`config.mk`:
```
export PLATFORM = sky130hd
export DESIGN_NAME = eewc_dev_flat
export DESIGN_NICKNAME = d
export VERILOG_FILES = /design/src/pkg/eewc_pkg.sv /design/src/pkg/eewc_link_if.sv /design/src/rtl/eewc_dev.sv /design/src/flat_wrapper.sv
export SDC_FILE = /design/constraint.sdc
export NUM_CORES = 2
export LEC_CHECK = 0
export BUFFER_PORTS_ARGS = -buffer_cell sky130_fd_sc_hd__buf_4
export CAP_MARGIN = 20
export CORE_AREA = 3 3 356 358
export CTS_CLUSTER_SIZE = 12
export DETAILED_ROUTE_END_ITERATION = 10
export DIE_AREA = 0 0 359 361
export GPL_ROUTABILITY_DRIVEN = 0
export SETUP_SLACK_MARGIN = 0.1
export SLEW_MARGIN = 15
export SYNTH_ARGS = -nofsm -noshare
export SYNTH_HDL_FRONTEND = slang
export SYNTH_SLANG_ARGS = --single-unit
```
`constraint.sdc`:
```
create_clock -name MCLK_I -period 4.8 [get_ports MCLK_I]
set_input_delay 0.48 -clock MCLK_I [delete_from_list [all_inputs] [get_ports MCLK_I]]
set_output_delay 0.48 -clock MCLK_I [all_outputs]
set_load 0.1 [all_outputs]
```
`src/pkg/eewc_pkg.sv`:
```
package eewc_pkg;
    localparam logic [7:0] OPCODE_WRITE     = 8'h12;
    localparam int         ZONE_LONG_BIT    = 7;
    localparam int         ZONE_ENC_BIT     = 6;
    localparam logic [7:0] ZONE_RSVD_MASK   = 8'h3C;
    localparam int         ZONE_SEL_W       = 2;
    localparam int         CFG_ENC_BIT      = 14;
    localparam int         CFG_WKEY_LSB     = 8;
    localparam int         SLOT_W           = 4;
    localparam int         SHORT_BYTES      = 4;
    localparam int         LONG_BYTES       = 32;
    localparam int         MAC_BYTES        = 32;
    localparam int         HDR_BYTES        = 4;
    localparam int         DIGEST_BYTES     = 32;
    localparam int         MSG_OPC_IDX      = 32;
    localparam int         MSG_P1_IDX       = 33;
    localparam int         MSG_P2L_IDX      = 34;
    localparam int         MSG_P2H_IDX      = 35;
    localparam int         MSG_SN8_IDX      = 36;
    localparam int         MSG_SN0_IDX      = 37;
    localparam int         MSG_SN1_IDX      = 38;
    localparam int         MSG_PAD_BYTES    = 25;
    localparam int         MSG_DATA_IDX     = 64;
    localparam logic [7:0] RSP_OK           = 8'h00;
    localparam logic [7:0] RSP_MAC_FAIL     = 8'h01;
    localparam logic [7:0] RSP_PARSE_ERR    = 8'h03;
    localparam logic [7:0] RSP_EXEC_ERR     = 8'h0F;
endpackage

```
`src/pkg/eewc_link_if.sv`:
```
interface eewc_link_if;
    logic       byte_valid;
    logic [7:0] byte_data;
    logic       byte_last;
    logic       byte_ready;
    logic       rsp_valid;
    logic [7:0] rsp_data;

    modport dev (
        input  byte_valid, byte_data, byte_last,
        output byte_ready, rsp_valid, rsp_data
    );
    modport host (
        output byte_valid, byte_data, byte_last,
        input  byte_ready, rsp_valid, rsp_data
    );
endinterface

```
`src/rtl/eewc_dev.sv`:
```
module eewc_dev (
    // Clock, reset, enable
    input  wire logic                   MCLK_I,
    input  wire logic                   NRST_I,
    input  wire logic                   CE_I,
    // Link
    eewc_link_if.dev                    LINK,
    // Session digest state
    input  wire logic [255:0]           SESSION_DIGEST_I,
    input  wire logic                   DIGEST_VALID_I,
    input  wire logic                   DIGEST_FROM_GEN_I,
    input  wire logic [eewc_pkg::SLOT_W-1:0] DIGEST_SOURCE_SLOT_I,
    // Device state
    input  wire logic                   DATA_LOCKED_I,
    input  wire logic [15:0]            SLOT_CFG_WORD_I,
    input  wire logic [5:0]             BLOCK_VALID_BYTES_I,
    input  wire logic [7:0]             SN8_I,
    input  wire logic [15:0]            SN01_I,
    // Hash engine
    output logic                        HASH_VALID_O,
    output logic [7:0]                  HASH_BYTE_O,
    output logic                        HASH_LAST_O,
    input  wire logic                   HASH_DONE_I,
    input  wire logic [255:0]           HASH_DIGEST_I,
    // EEPROM write port
    output logic                        EE_WR_O,
    output logic [1:0]                  EE_ZONE_O,
    output logic [15:0]                 EE_ADDR_O,
    output logic                        EE_LONG_O,
    output logic [255:0]                EE_DATA_O,
    output logic [31:0]                 EE_MASK_O
);
    import eewc_pkg::*;

    typedef enum logic [5:0] {
        ST_RX   = 6'b00_0001,
        ST_CHK  = 6'b00_0010,
        ST_HASH = 6'b00_0100,
        ST_WAIT = 6'b00_1000,
        ST_WR   = 6'b01_0000,
        ST_RSP  = 6'b10_0000
    } eewc_state_t;

    eewc_state_t  state_reg, state_next;
    logic [6:0]   cnt_reg;
    logic         ovf_reg;
    logic [7:0]   opc_reg, p1_reg;
    logic [15:0]  addr_reg;
    logic [255:0] data_reg, mac_reg;
    logic [7:0]   rsp_reg;
    logic [6:0]   hcnt_reg;
    logic         frame_end, enc, mac_there, long_w, key_ok, hdr_ok, len_ok;
    logic [6:0]   dlen, msg_len;
    logic [255:0] plain;
    logic [31:0]  mask;
    logic [7:0]   msg_byte;

    assign frame_end = LINK.byte_valid && LINK.byte_ready && LINK.byte_last;
    assign long_w    = p1_reg[ZONE_LONG_BIT];
    assign dlen      = long_w ? 7'(LONG_BYTES) : 7'(SHORT_BYTES);
    assign mac_there = (cnt_reg == dlen + 7'(HDR_BYTES + MAC_BYTES));
    assign len_ok    = !ovf_reg && (mac_there || cnt_reg == dlen + 7'(HDR_BYTES));
    assign hdr_ok    = (opc_reg == OPCODE_WRITE)
                    && ((p1_reg & ZONE_RSVD_MASK) == 8'h00);
    // Encryption source depends on lock state
    assign enc = DATA_LOCKED_I ? SLOT_CFG_WORD_I[CFG_ENC_BIT]
                               : p1_reg[ZONE_ENC_BIT];
    // Key random/authorization fields are deliberately not inputs
    assign key_ok = DATA_LOCKED_I
        ? (DIGEST_VALID_I && DIGEST_FROM_GEN_I
           && DIGEST_SOURCE_SLOT_I == SLOT_CFG_WORD_I[CFG_WKEY_LSB +: SLOT_W])
        : DIGEST_VALID_I;
    assign msg_len = 7'(MSG_DATA_IDX) + dlen;

    genvar gi;
    generate
        for (gi = 0; gi < LONG_BYTES; gi++) begin : g_byte
            assign plain[8*gi +: 8] = enc ? data_reg[8*gi +: 8] ^ SESSION_DIGEST_I[8*gi +: 8]
                                          : data_reg[8*gi +: 8];
            assign mask[gi] = (gi < SHORT_BYTES || long_w)
                              && (6'(gi) < BLOCK_VALID_BYTES_I || !(enc && long_w));
        end
    endgenerate

    always_comb begin
        msg_byte = 8'h00;
        if (hcnt_reg < 7'(DIGEST_BYTES)) begin
            msg_byte = SESSION_DIGEST_I[8*hcnt_reg[4:0] +: 8];
        end else if (hcnt_reg == 7'(MSG_OPC_IDX)) begin
            msg_byte = opc_reg;
        end else if (hcnt_reg == 7'(MSG_P1_IDX)) begin
            msg_byte = p1_reg;
        end else if (hcnt_reg == 7'(MSG_P2L_IDX)) begin
            msg_byte = addr_reg[7:0];
        end else if (hcnt_reg == 7'(MSG_P2H_IDX)) begin
            msg_byte = addr_reg[15:8];
        end else if (hcnt_reg == 7'(MSG_SN8_IDX)) begin
            msg_byte = SN8_I;
        end else if (hcnt_reg == 7'(MSG_SN0_IDX)) begin
            msg_byte = SN01_I[7:0];
        end else if (hcnt_reg == 7'(MSG_SN1_IDX)) begin
            msg_byte = SN01_I[15:8];
        end else if (hcnt_reg >= 7'(MSG_DATA_IDX)) begin
            msg_byte = plain[8*hcnt_reg[4:0] +: 8];
        end
    end

    always_comb begin
        state_next = state_reg;
        unique case (state_reg)
            ST_RX:   if (frame_end) state_next = ST_CHK;
            ST_CHK: begin
                if (!len_ok || !hdr_ok) begin
                    state_next = ST_RSP;
                end else if (enc && (!mac_there || !long_w || !key_ok)) begin
                    state_next = ST_RSP;
                end else if (mac_there) begin
                    state_next = ST_HASH;
                end else begin
                    state_next = ST_WR;
                end
            end
            ST_HASH: if (hcnt_reg == msg_len - 7'd1) state_next = ST_WAIT;
            ST_WAIT: if (HASH_DONE_I) state_next = (HASH_DIGEST_I == mac_reg) ? ST_WR : ST_RSP;
            ST_WR:   state_next = ST_RSP;
            ST_RSP:  state_next = ST_RX;
        endcase
    end

    always_ff @(posedge MCLK_I or negedge NRST_I) begin
        if (!NRST_I) begin
            state_reg <= ST_RX;
        end else if (CE_I) begin
            state_reg <= state_next;
        end
    end

    function automatic logic [6:0] dlen_rx(input logic [6:0] c, input logic [7:0] p1,
                                           input logic [7:0] b);
        logic [7:0] z;
        z = (c == 7'd1) ? b : p1;
        return z[ZONE_LONG_BIT] ? 7'(LONG_BYTES) : 7'(SHORT_BYTES);
    endfunction

    // Frame capture
    always_ff @(posedge MCLK_I or negedge NRST_I) begin
        if (!NRST_I) begin
            cnt_reg  <= 7'd0;
            ovf_reg  <= 1'b0;
            opc_reg  <= 8'h00;
            p1_reg   <= 8'h00;
            addr_reg <= 16'h0000;
            data_reg <= '0;
            mac_reg  <= '0;
        end else if (CE_I) begin
            if (state_reg == ST_RSP) begin
                cnt_reg <= 7'd0;
                ovf_reg <= 1'b0;
            end else if (LINK.byte_valid && LINK.byte_ready) begin
                if (cnt_reg == 7'd0) opc_reg <= LINK.byte_data;
                if (cnt_reg == 7'd1) p1_reg <= LINK.byte_data;
                if (cnt_reg == 7'd2) addr_reg[7:0] <= LINK.byte_data;
                if (cnt_reg == 7'd3) addr_reg[15:8] <= LINK.byte_data;
                if (cnt_reg >= 7'(HDR_BYTES) && cnt_reg < 7'(HDR_BYTES + LONG_BYTES)) begin
                    data_reg[8*(cnt_reg - 7'(HDR_BYTES)) +: 8] <= LINK.byte_data;
                end
                if (cnt_reg >= 7'(HDR_BYTES) + dlen_rx(cnt_reg, p1_reg, LINK.byte_data)
                    && !ovf_reg && cnt_reg != 7'h7F) begin
                    mac_reg[8*5'(cnt_reg - 7'(HDR_BYTES) - dlen) +: 8] <= LINK.byte_data;
                end
                if (cnt_reg == 7'(HDR_BYTES + LONG_BYTES + MAC_BYTES)) begin
                    ovf_reg <= 1'b1;
                end else begin
                    cnt_reg <= cnt_reg + 7'd1;
                end
            end
        end
    end

    // Hash message stream
    always_ff @(posedge MCLK_I or negedge NRST_I) begin
        if (!NRST_I) begin
            hcnt_reg     <= 7'd0;
            HASH_VALID_O <= 1'b0;
            HASH_BYTE_O  <= 8'h00;
            HASH_LAST_O  <= 1'b0;
        end else if (CE_I) begin
            HASH_VALID_O <= (state_reg == ST_HASH);
            HASH_LAST_O  <= (state_reg == ST_HASH) && (hcnt_reg == msg_len - 7'd1);
            HASH_BYTE_O  <= (state_reg == ST_HASH) ? msg_byte : 8'h00;
            hcnt_reg     <= (state_reg == ST_HASH) ? hcnt_reg + 7'd1 : 7'd0;
        end
    end

    // EEPROM store and response
    always_ff @(posedge MCLK_I or negedge NRST_I) begin
        if (!NRST_I) begin
            EE_WR_O   <= 1'b0;
            EE_ZONE_O <= 2'b00;
            EE_ADDR_O <= 16'h0000;
            EE_LONG_O <= 1'b0;
            EE_DATA_O <= '0;
            EE_MASK_O <= 32'h0000_0000;
            rsp_reg   <= RSP_OK;
        end else if (CE_I) begin
            EE_WR_O <= (state_reg == ST_WR);
            if (state_reg == ST_WR) begin
                EE_ZONE_O <= p1_reg[ZONE_SEL_W-1:0];
                EE_ADDR_O <= addr_reg;
                EE_LONG_O <= long_w;
                EE_DATA_O <= plain;
                EE_MASK_O <= mask;
            end
            if (state_reg == ST_CHK) begin
                rsp_reg <= (!len_ok || !hdr_ok) ? RSP_PARSE_ERR : RSP_EXEC_ERR;
            end else if (state_reg == ST_WAIT && HASH_DONE_I) begin
                rsp_reg <= RSP_MAC_FAIL;
            end else if (state_reg == ST_WR) begin
                rsp_reg <= RSP_OK;
            end
        end
    end

    assign LINK.byte_ready = (state_reg == ST_RX) && CE_I;
    assign LINK.rsp_valid  = (state_reg == ST_RSP) && CE_I;
    assign LINK.rsp_data   = rsp_reg;
endmodule

```
`src/flat_wrapper.sv`:
```
// flat-port wrapper written by rule: the top's interface ports become plain ports
module eewc_dev_flat import eewc_pkg::*;
  (MCLK_I, NRST_I, CE_I, SESSION_DIGEST_I, DIGEST_VALID_I, DIGEST_FROM_GEN_I, DIGEST_SOURCE_SLOT_I, DATA_LOCKED_I, SLOT_CFG_WORD_I, BLOCK_VALID_BYTES_I, SN8_I, SN01_I, HASH_VALID_O, HASH_BYTE_O, HASH_LAST_O, HASH_DONE_I, HASH_DIGEST_I, EE_WR_O, EE_ZONE_O, EE_ADDR_O, EE_LONG_O, EE_DATA_O, EE_MASK_O, LINK_byte_valid, LINK_byte_data, LINK_byte_last, LINK_byte_ready, LINK_rsp_valid, LINK_rsp_data);
  eewc_link_if LINK_i ();
  input  wire logic MCLK_I;
  input  wire logic NRST_I;
  input  wire logic CE_I;
  input  wire logic [255:0] SESSION_DIGEST_I;
  input  wire logic DIGEST_VALID_I;
  input  wire logic DIGEST_FROM_GEN_I;
  input  wire logic [eewc_pkg::SLOT_W-1:0] DIGEST_SOURCE_SLOT_I;
  input  wire logic DATA_LOCKED_I;
  input  wire logic [15:0] SLOT_CFG_WORD_I;
  input  wire logic [5:0] BLOCK_VALID_BYTES_I;
  input  wire logic [7:0] SN8_I;
  input  wire logic [15:0] SN01_I;
  output logic HASH_VALID_O;
  output logic [7:0] HASH_BYTE_O;
  output logic HASH_LAST_O;
  input  wire logic HASH_DONE_I;
  input  wire logic [255:0] HASH_DIGEST_I;
  output logic EE_WR_O;
  output logic [1:0] EE_ZONE_O;
  output logic [15:0] EE_ADDR_O;
  output logic EE_LONG_O;
  output logic [255:0] EE_DATA_O;
  output logic [31:0] EE_MASK_O;
  input wire logic [$bits(LINK_i.byte_valid)-1:0] LINK_byte_valid;
  input wire logic [$bits(LINK_i.byte_data)-1:0] LINK_byte_data;
  input wire logic [$bits(LINK_i.byte_last)-1:0] LINK_byte_last;
  output wire logic [$bits(LINK_i.byte_ready)-1:0] LINK_byte_ready;
  output wire logic [$bits(LINK_i.rsp_valid)-1:0] LINK_rsp_valid;
  output wire logic [$bits(LINK_i.rsp_data)-1:0] LINK_rsp_data;
  assign LINK_i.byte_valid = LINK_byte_valid;
  assign LINK_i.byte_data = LINK_byte_data;
  assign LINK_i.byte_last = LINK_byte_last;
  assign LINK_byte_ready = LINK_i.byte_ready;
  assign LINK_rsp_valid = LINK_i.rsp_valid;
  assign LINK_rsp_data = LINK_i.rsp_data;
  eewc_dev u_core (.MCLK_I(MCLK_I), .NRST_I(NRST_I), .CE_I(CE_I), .LINK(LINK_i), .SESSION_DIGEST_I(SESSION_DIGEST_I), .DIGEST_VALID_I(DIGEST_VALID_I), .DIGEST_FROM_GEN_I(DIGEST_FROM_GEN_I), .DIGEST_SOURCE_SLOT_I(DIGEST_SOURCE_SLOT_I), .DATA_LOCKED_I(DATA_LOCKED_I), .SLOT_CFG_WORD_I(SLOT_CFG_WORD_I), .BLOCK_VALID_BYTES_I(BLOCK_VALID_BYTES_I), .SN8_I(SN8_I), .SN01_I(SN01_I), .HASH_VALID_O(HASH_VALID_O), .HASH_BYTE_O(HASH_BYTE_O), .HASH_LAST_O(HASH_LAST_O), .HASH_DONE_I(HASH_DONE_I), .HASH_DIGEST_I(HASH_DIGEST_I), .EE_WR_O(EE_WR_O), .EE_ZONE_O(EE_ZONE_O), .EE_ADDR_O(EE_ADDR_O), .EE_LONG_O(EE_LONG_O), .EE_DATA_O(EE_DATA_O), .EE_MASK_O(EE_MASK_O));
endmodule
```
==> flow_summary_export.csv <==
group,metric,value,unit
drt,drt_iter0_markers,4361,
floorplanning,dieArea,130000,µm²
place,dpl_cell_area,54200,µm²
grt,antenna_found_initial,8,
power_and_ir_drop,leakage,0.0270,µW
sta,tns,0,ps
grt,grt_pass1_vias,38791,
logic_synthesis,synth_edf_count,0,
setup_path,endpoint_kind,"flop",
drt,drc,0,
min_path,hold_path_depth,3,
power_and_ir_drop,pwr-share-seq,38.4,%
min_path,whs_endpoint,"u_core.EE_MASK_O[1]$_DFFE_PN0P_",
setup_path,r2r-end,"u_core.mac_reg[250]$_DFFE_PN0P_",
sta,fin_ws,283,ps
layout,final_common_cell,"nand2_1",
setup_path,cp_common_cell,"ha_1",
power_and_ir_drop,power.share.clock,40.2,%
grt,grt_usage,31.9,%
sta,drv_slew,0,
grt,grt_pass1_wl,297000,µm
setup_path,crit_fanout,16,
layout,stdcell_area,57600,µm²
setup_path,r2r_setup_slack,280,ps
outcome,status,"completed",
sta,grt_setup_unrepaired,"true",
floorplanning,rows,129,
power_and_ir_drop,p_comb_share,21.5,%
setup_path,crit_path_cell_trace,"buf_4 -> inv_1 -> buf_4 -> ha_1 -> inv_1 -> ha_1 -> o21bai_1 -> a21oi_1 -> xnor2_1 -> ha_1 -> nor3_1 -> and3b_1 -> nand3_1 -> nand2_1 -> o21ai_0",
grt,grt_max_degree,267,
place,dp.cells,6814,
layout,synthToLayoutAreaGrowth,27.1,%
logic_synthesis,ys_warn_count,0,
clock_tree,worstSkewPairLatency,710,ps
place,place_ws,357,ps
clock_tree,clkTransAtPathRegs,60,ps
setup_path,path_buf_inv,4,
logic_synthesis,synth_cells,4419,
power_and_ir_drop,switching_power,6480,µW
sta,slew_headroom,19.6,%
power_and_ir_drop,switching_share,32.5,%
logic_synthesis,synth_flop_cell,"dfrtp_1",
drt,avgRoutedWirePerCell,30.5,µm
drt,first_pass_iters,5,
setup_path,slowest_delay,720,ps
floorplanning,die_h,361,µm
sta,setup_viol,0,
setup_path,path_class,"reg -> reg",
setup_path,r2r_start,"u_core.cnt_reg[2]$_DFFE_PN0P_",
sta,hold_viol_final,0,
flow_run,maxCapViolations,0,
layout,final_util,46.6,%
sta,finClkSkew,41.9,ps
setup_path,cpLargestDelayFamily,"simple AND/OR/NAND/NOR gates",
logic_synthesis,synth_top_area_share,48.9,%
floorplanning,pin_count,907,
power_and_ir_drop,ir_drop,0.000308,V
logic_synthesis,syn_area,45300,µm²
layout,fillers,11815,
logic_synthesis,yosysTopAreaCell,"dfrtp_1",
clock_tree,cts_sinks,886,
power_and_ir_drop,power_density,347,nW/µm²
logic_synthesis,ys_async_sr_fraction,100,%
clock_tree,cts_tree,"done",
place,dp_hpwl,168000,µm
sta,worst_pin_slew,1210,ps
layout,drive_gt1_share,30.2,%
floorplanning,die_x,359,µm
sta,min_period,4520,ps
floorplanning,coreArea,124000,µm²
grt,overflow,0,
sta,fmaxAchievable,0.221,GHz
min_path,hp-start,"BLOCK_VALID_BYTES_I[1]",
clock_tree,cts_root_buf,"clkbuf_16",
drt,wirelength,213000,µm
layout,nNetsFinal,5889,
logic_synthesis,ys_ff_latch,886,
clock_tree,htree_levels,3,
logic_synthesis,synth_cell_types,85,
drt,drt-vias-per-instance,5.65,
setup_path,crit_required,5350,ps
place,port_buffers,891,
drt,postRouteAntennaNets,0,
layout,layout_common_cells,"1,005 x nand2_1, 996 x buf_4, 883 x dfrtp_1",
layout,final_cells,6996,
setup_path,cp_slowest_cell,"nand3_1",
floorplanning,start_util,36.6,%
power_and_ir_drop,p_int,13500,µW
logic_synthesis,ys_seq_area_share,48.9,%
setup_path,worst_setup_path_start_kind,"flop",
clock_tree,clk_path_buf_depth,3,
setup_path,rr_worst_depth,15,
drt,via_count,39558,
setup_path,crit_arrival,5060,ps
min_path,min_path_type,"in -> reg",
sta,post-route-period-util,94.1,%
clock_tree,post_cts_buffers,0,
clock_tree,cts_buffers,100,
logic_synthesis,synthTopCellsByArea,"dfrtp_1 49%, nand2_1 8.3%, mux2_2 7.4%, xor2_1 6.0%, o21ai_0 5.9%",
logic_synthesis,avgSynthCellArea,10.3,µm²
-- how the worst max path moves through the flow --
stage | end | cells after the start | start | slack (ps)
5_1_grt | u_core.mac_reg[178]$_DFFE_PN0P_ | 15 | u_core.cnt_reg[2]$_DFFE_PN0P_ | -80
4_1_cts | u_core.data_reg[150]$_DFFE_PN0P_ | 17 | u_core.cnt_reg[3]$_DFFE_PN0P_ | 330
3_3_place_gp | u_core.mac_reg[254]$_DFFE_PN0P_ | 15 | u_core.cnt_reg[2]$_DFFE_PN0P_ | 450
3_5_place_dp | u_core.data_reg[150]$_DFFE_PN0P_ | 17 | u_core.cnt_reg[3]$_DFFE_PN0P_ | 360
6_report | u_core.mac_reg[250]$_DFFE_PN0P_ | 15 | u_core.cnt_reg[2]$_DFFE_PN0P_ | 280
2_1_floorplan | u_core.data_reg[24]$_DFFE_PN0P_ | 15 | u_core.cnt_reg[2]$_DFFE_PN0P_ | 530
-- worst register-to-register path, cell delays in order (launching register included) --
cell and delay, ps:
dfrtp_1 330, buf_4 190, inv_1 80, buf_4 160, ha_1 410, inv_1 110, ha_1 290, o21bai_1 140
a21oi_1 90, xnor2_1 250, ha_1 310, nor3_1 270, and3b_1 650, nand3_1 730, nand2_1 250, o21ai_0 110
-- area by class of cell --
class | instances | area (µm²) | share of cell area (%)
sequential | 886 | 22200 | 38.5
timing repair buffer | 1012 | 7780 | 13.5
antenna | 2 | 5.00 | 0.00869
inverter | 43 | 161 | 0.280
multi-input combinational | 3238 | 22000 | 38.3
clock buffer | 137 | 2860 | 4.97
tap | 1637 | 2050 | 3.56
clock inverter | 41 | 507 | 0.880
-- layer usage --
layer,vias to the layer above,global-route usage (%),part of all wire [%]
met4,2,14.8,5.5
met5,-,0,0.0052
met3,491,8.87,10
met2,2452,49.9,45
li1,17015,-,-
met1,19598,41.1,39
-- power by group through the flow --
stage	combinational [µW]	sequential, µW	clock (µW)
2_1_floorplan	2000	7790	0
3_3_place_gp	4120	7790	0
3_5_place_dp	4170	7790	0
4_1_cts	4190	7660	8070
5_1_grt	4490	7670	8380
6_report	4280	7660	8010
-- metrics by stage --
stage,hold slack [ps],power (µW)
global route,159,20500
floorplan,184,9790
finish,153,20000
CTS,105,19900
detailed placement,465,12000
global placement,463,11900
-- cells by family after synthesis --
logic type	Yosys count	synth area share, %
AOI/OAI and AO/OA	747	9.43
other	1	0.00828
buffers and inverters	298	2.61
muxes	444	13.4
DFF	886	48.9
and+or+nand+nor	1499	14.8
xor gates and xnor gates	515	10.0
adders and majority gates	29	0.801
-- synth_stat cells (all sizes together), types with 6 or more instances --
| cell | instances |
|---|---|
| buf | 63 |
| nor3 | 48 |
| or3 | 12 |
| mux2i | 33 |
| ha | 29 |
| o211ai | 6 |
| a211oi | 9 |
| and3 | 11 |
| nand4b | 6 |
| o22ai | 17 |
| and4 | 6 |
| a21oi | 37 |
| nor2b | 21 |
| a22o | 17 |
| nand2 | 1005 |
| xor2 | 311 |
| a22oi | 18 |
| o31ai | 9 |
| nand4 | 72 |
| nand3 | 99 |
| inv | 43 |
| xnor2 | 204 |
| a21o | 8 |
| nand2b | 17 |
| mux4 | 99 |
| dfrtp | 885 |
| nor4 | 39 |
| or2 | 7 |
| o21ai | 540 |
| mux2 | 312 |
| and2 | 26 |
| a31oi | 15 |
| nor4b | 6 |
| nor2 | 104 |
| clkbuf | 192 |
-- repair_timing --
| item | in CTS | in global routing |
|---|---|---|
| setup endpoints to repair | 0 | 93 |
| endpoints found under the hold margin | 62 | 0 |
| hold buffers | 1 | 0 |
| gates resized for setup | 0 | 3 |
(Power assumes the default switching activity.)
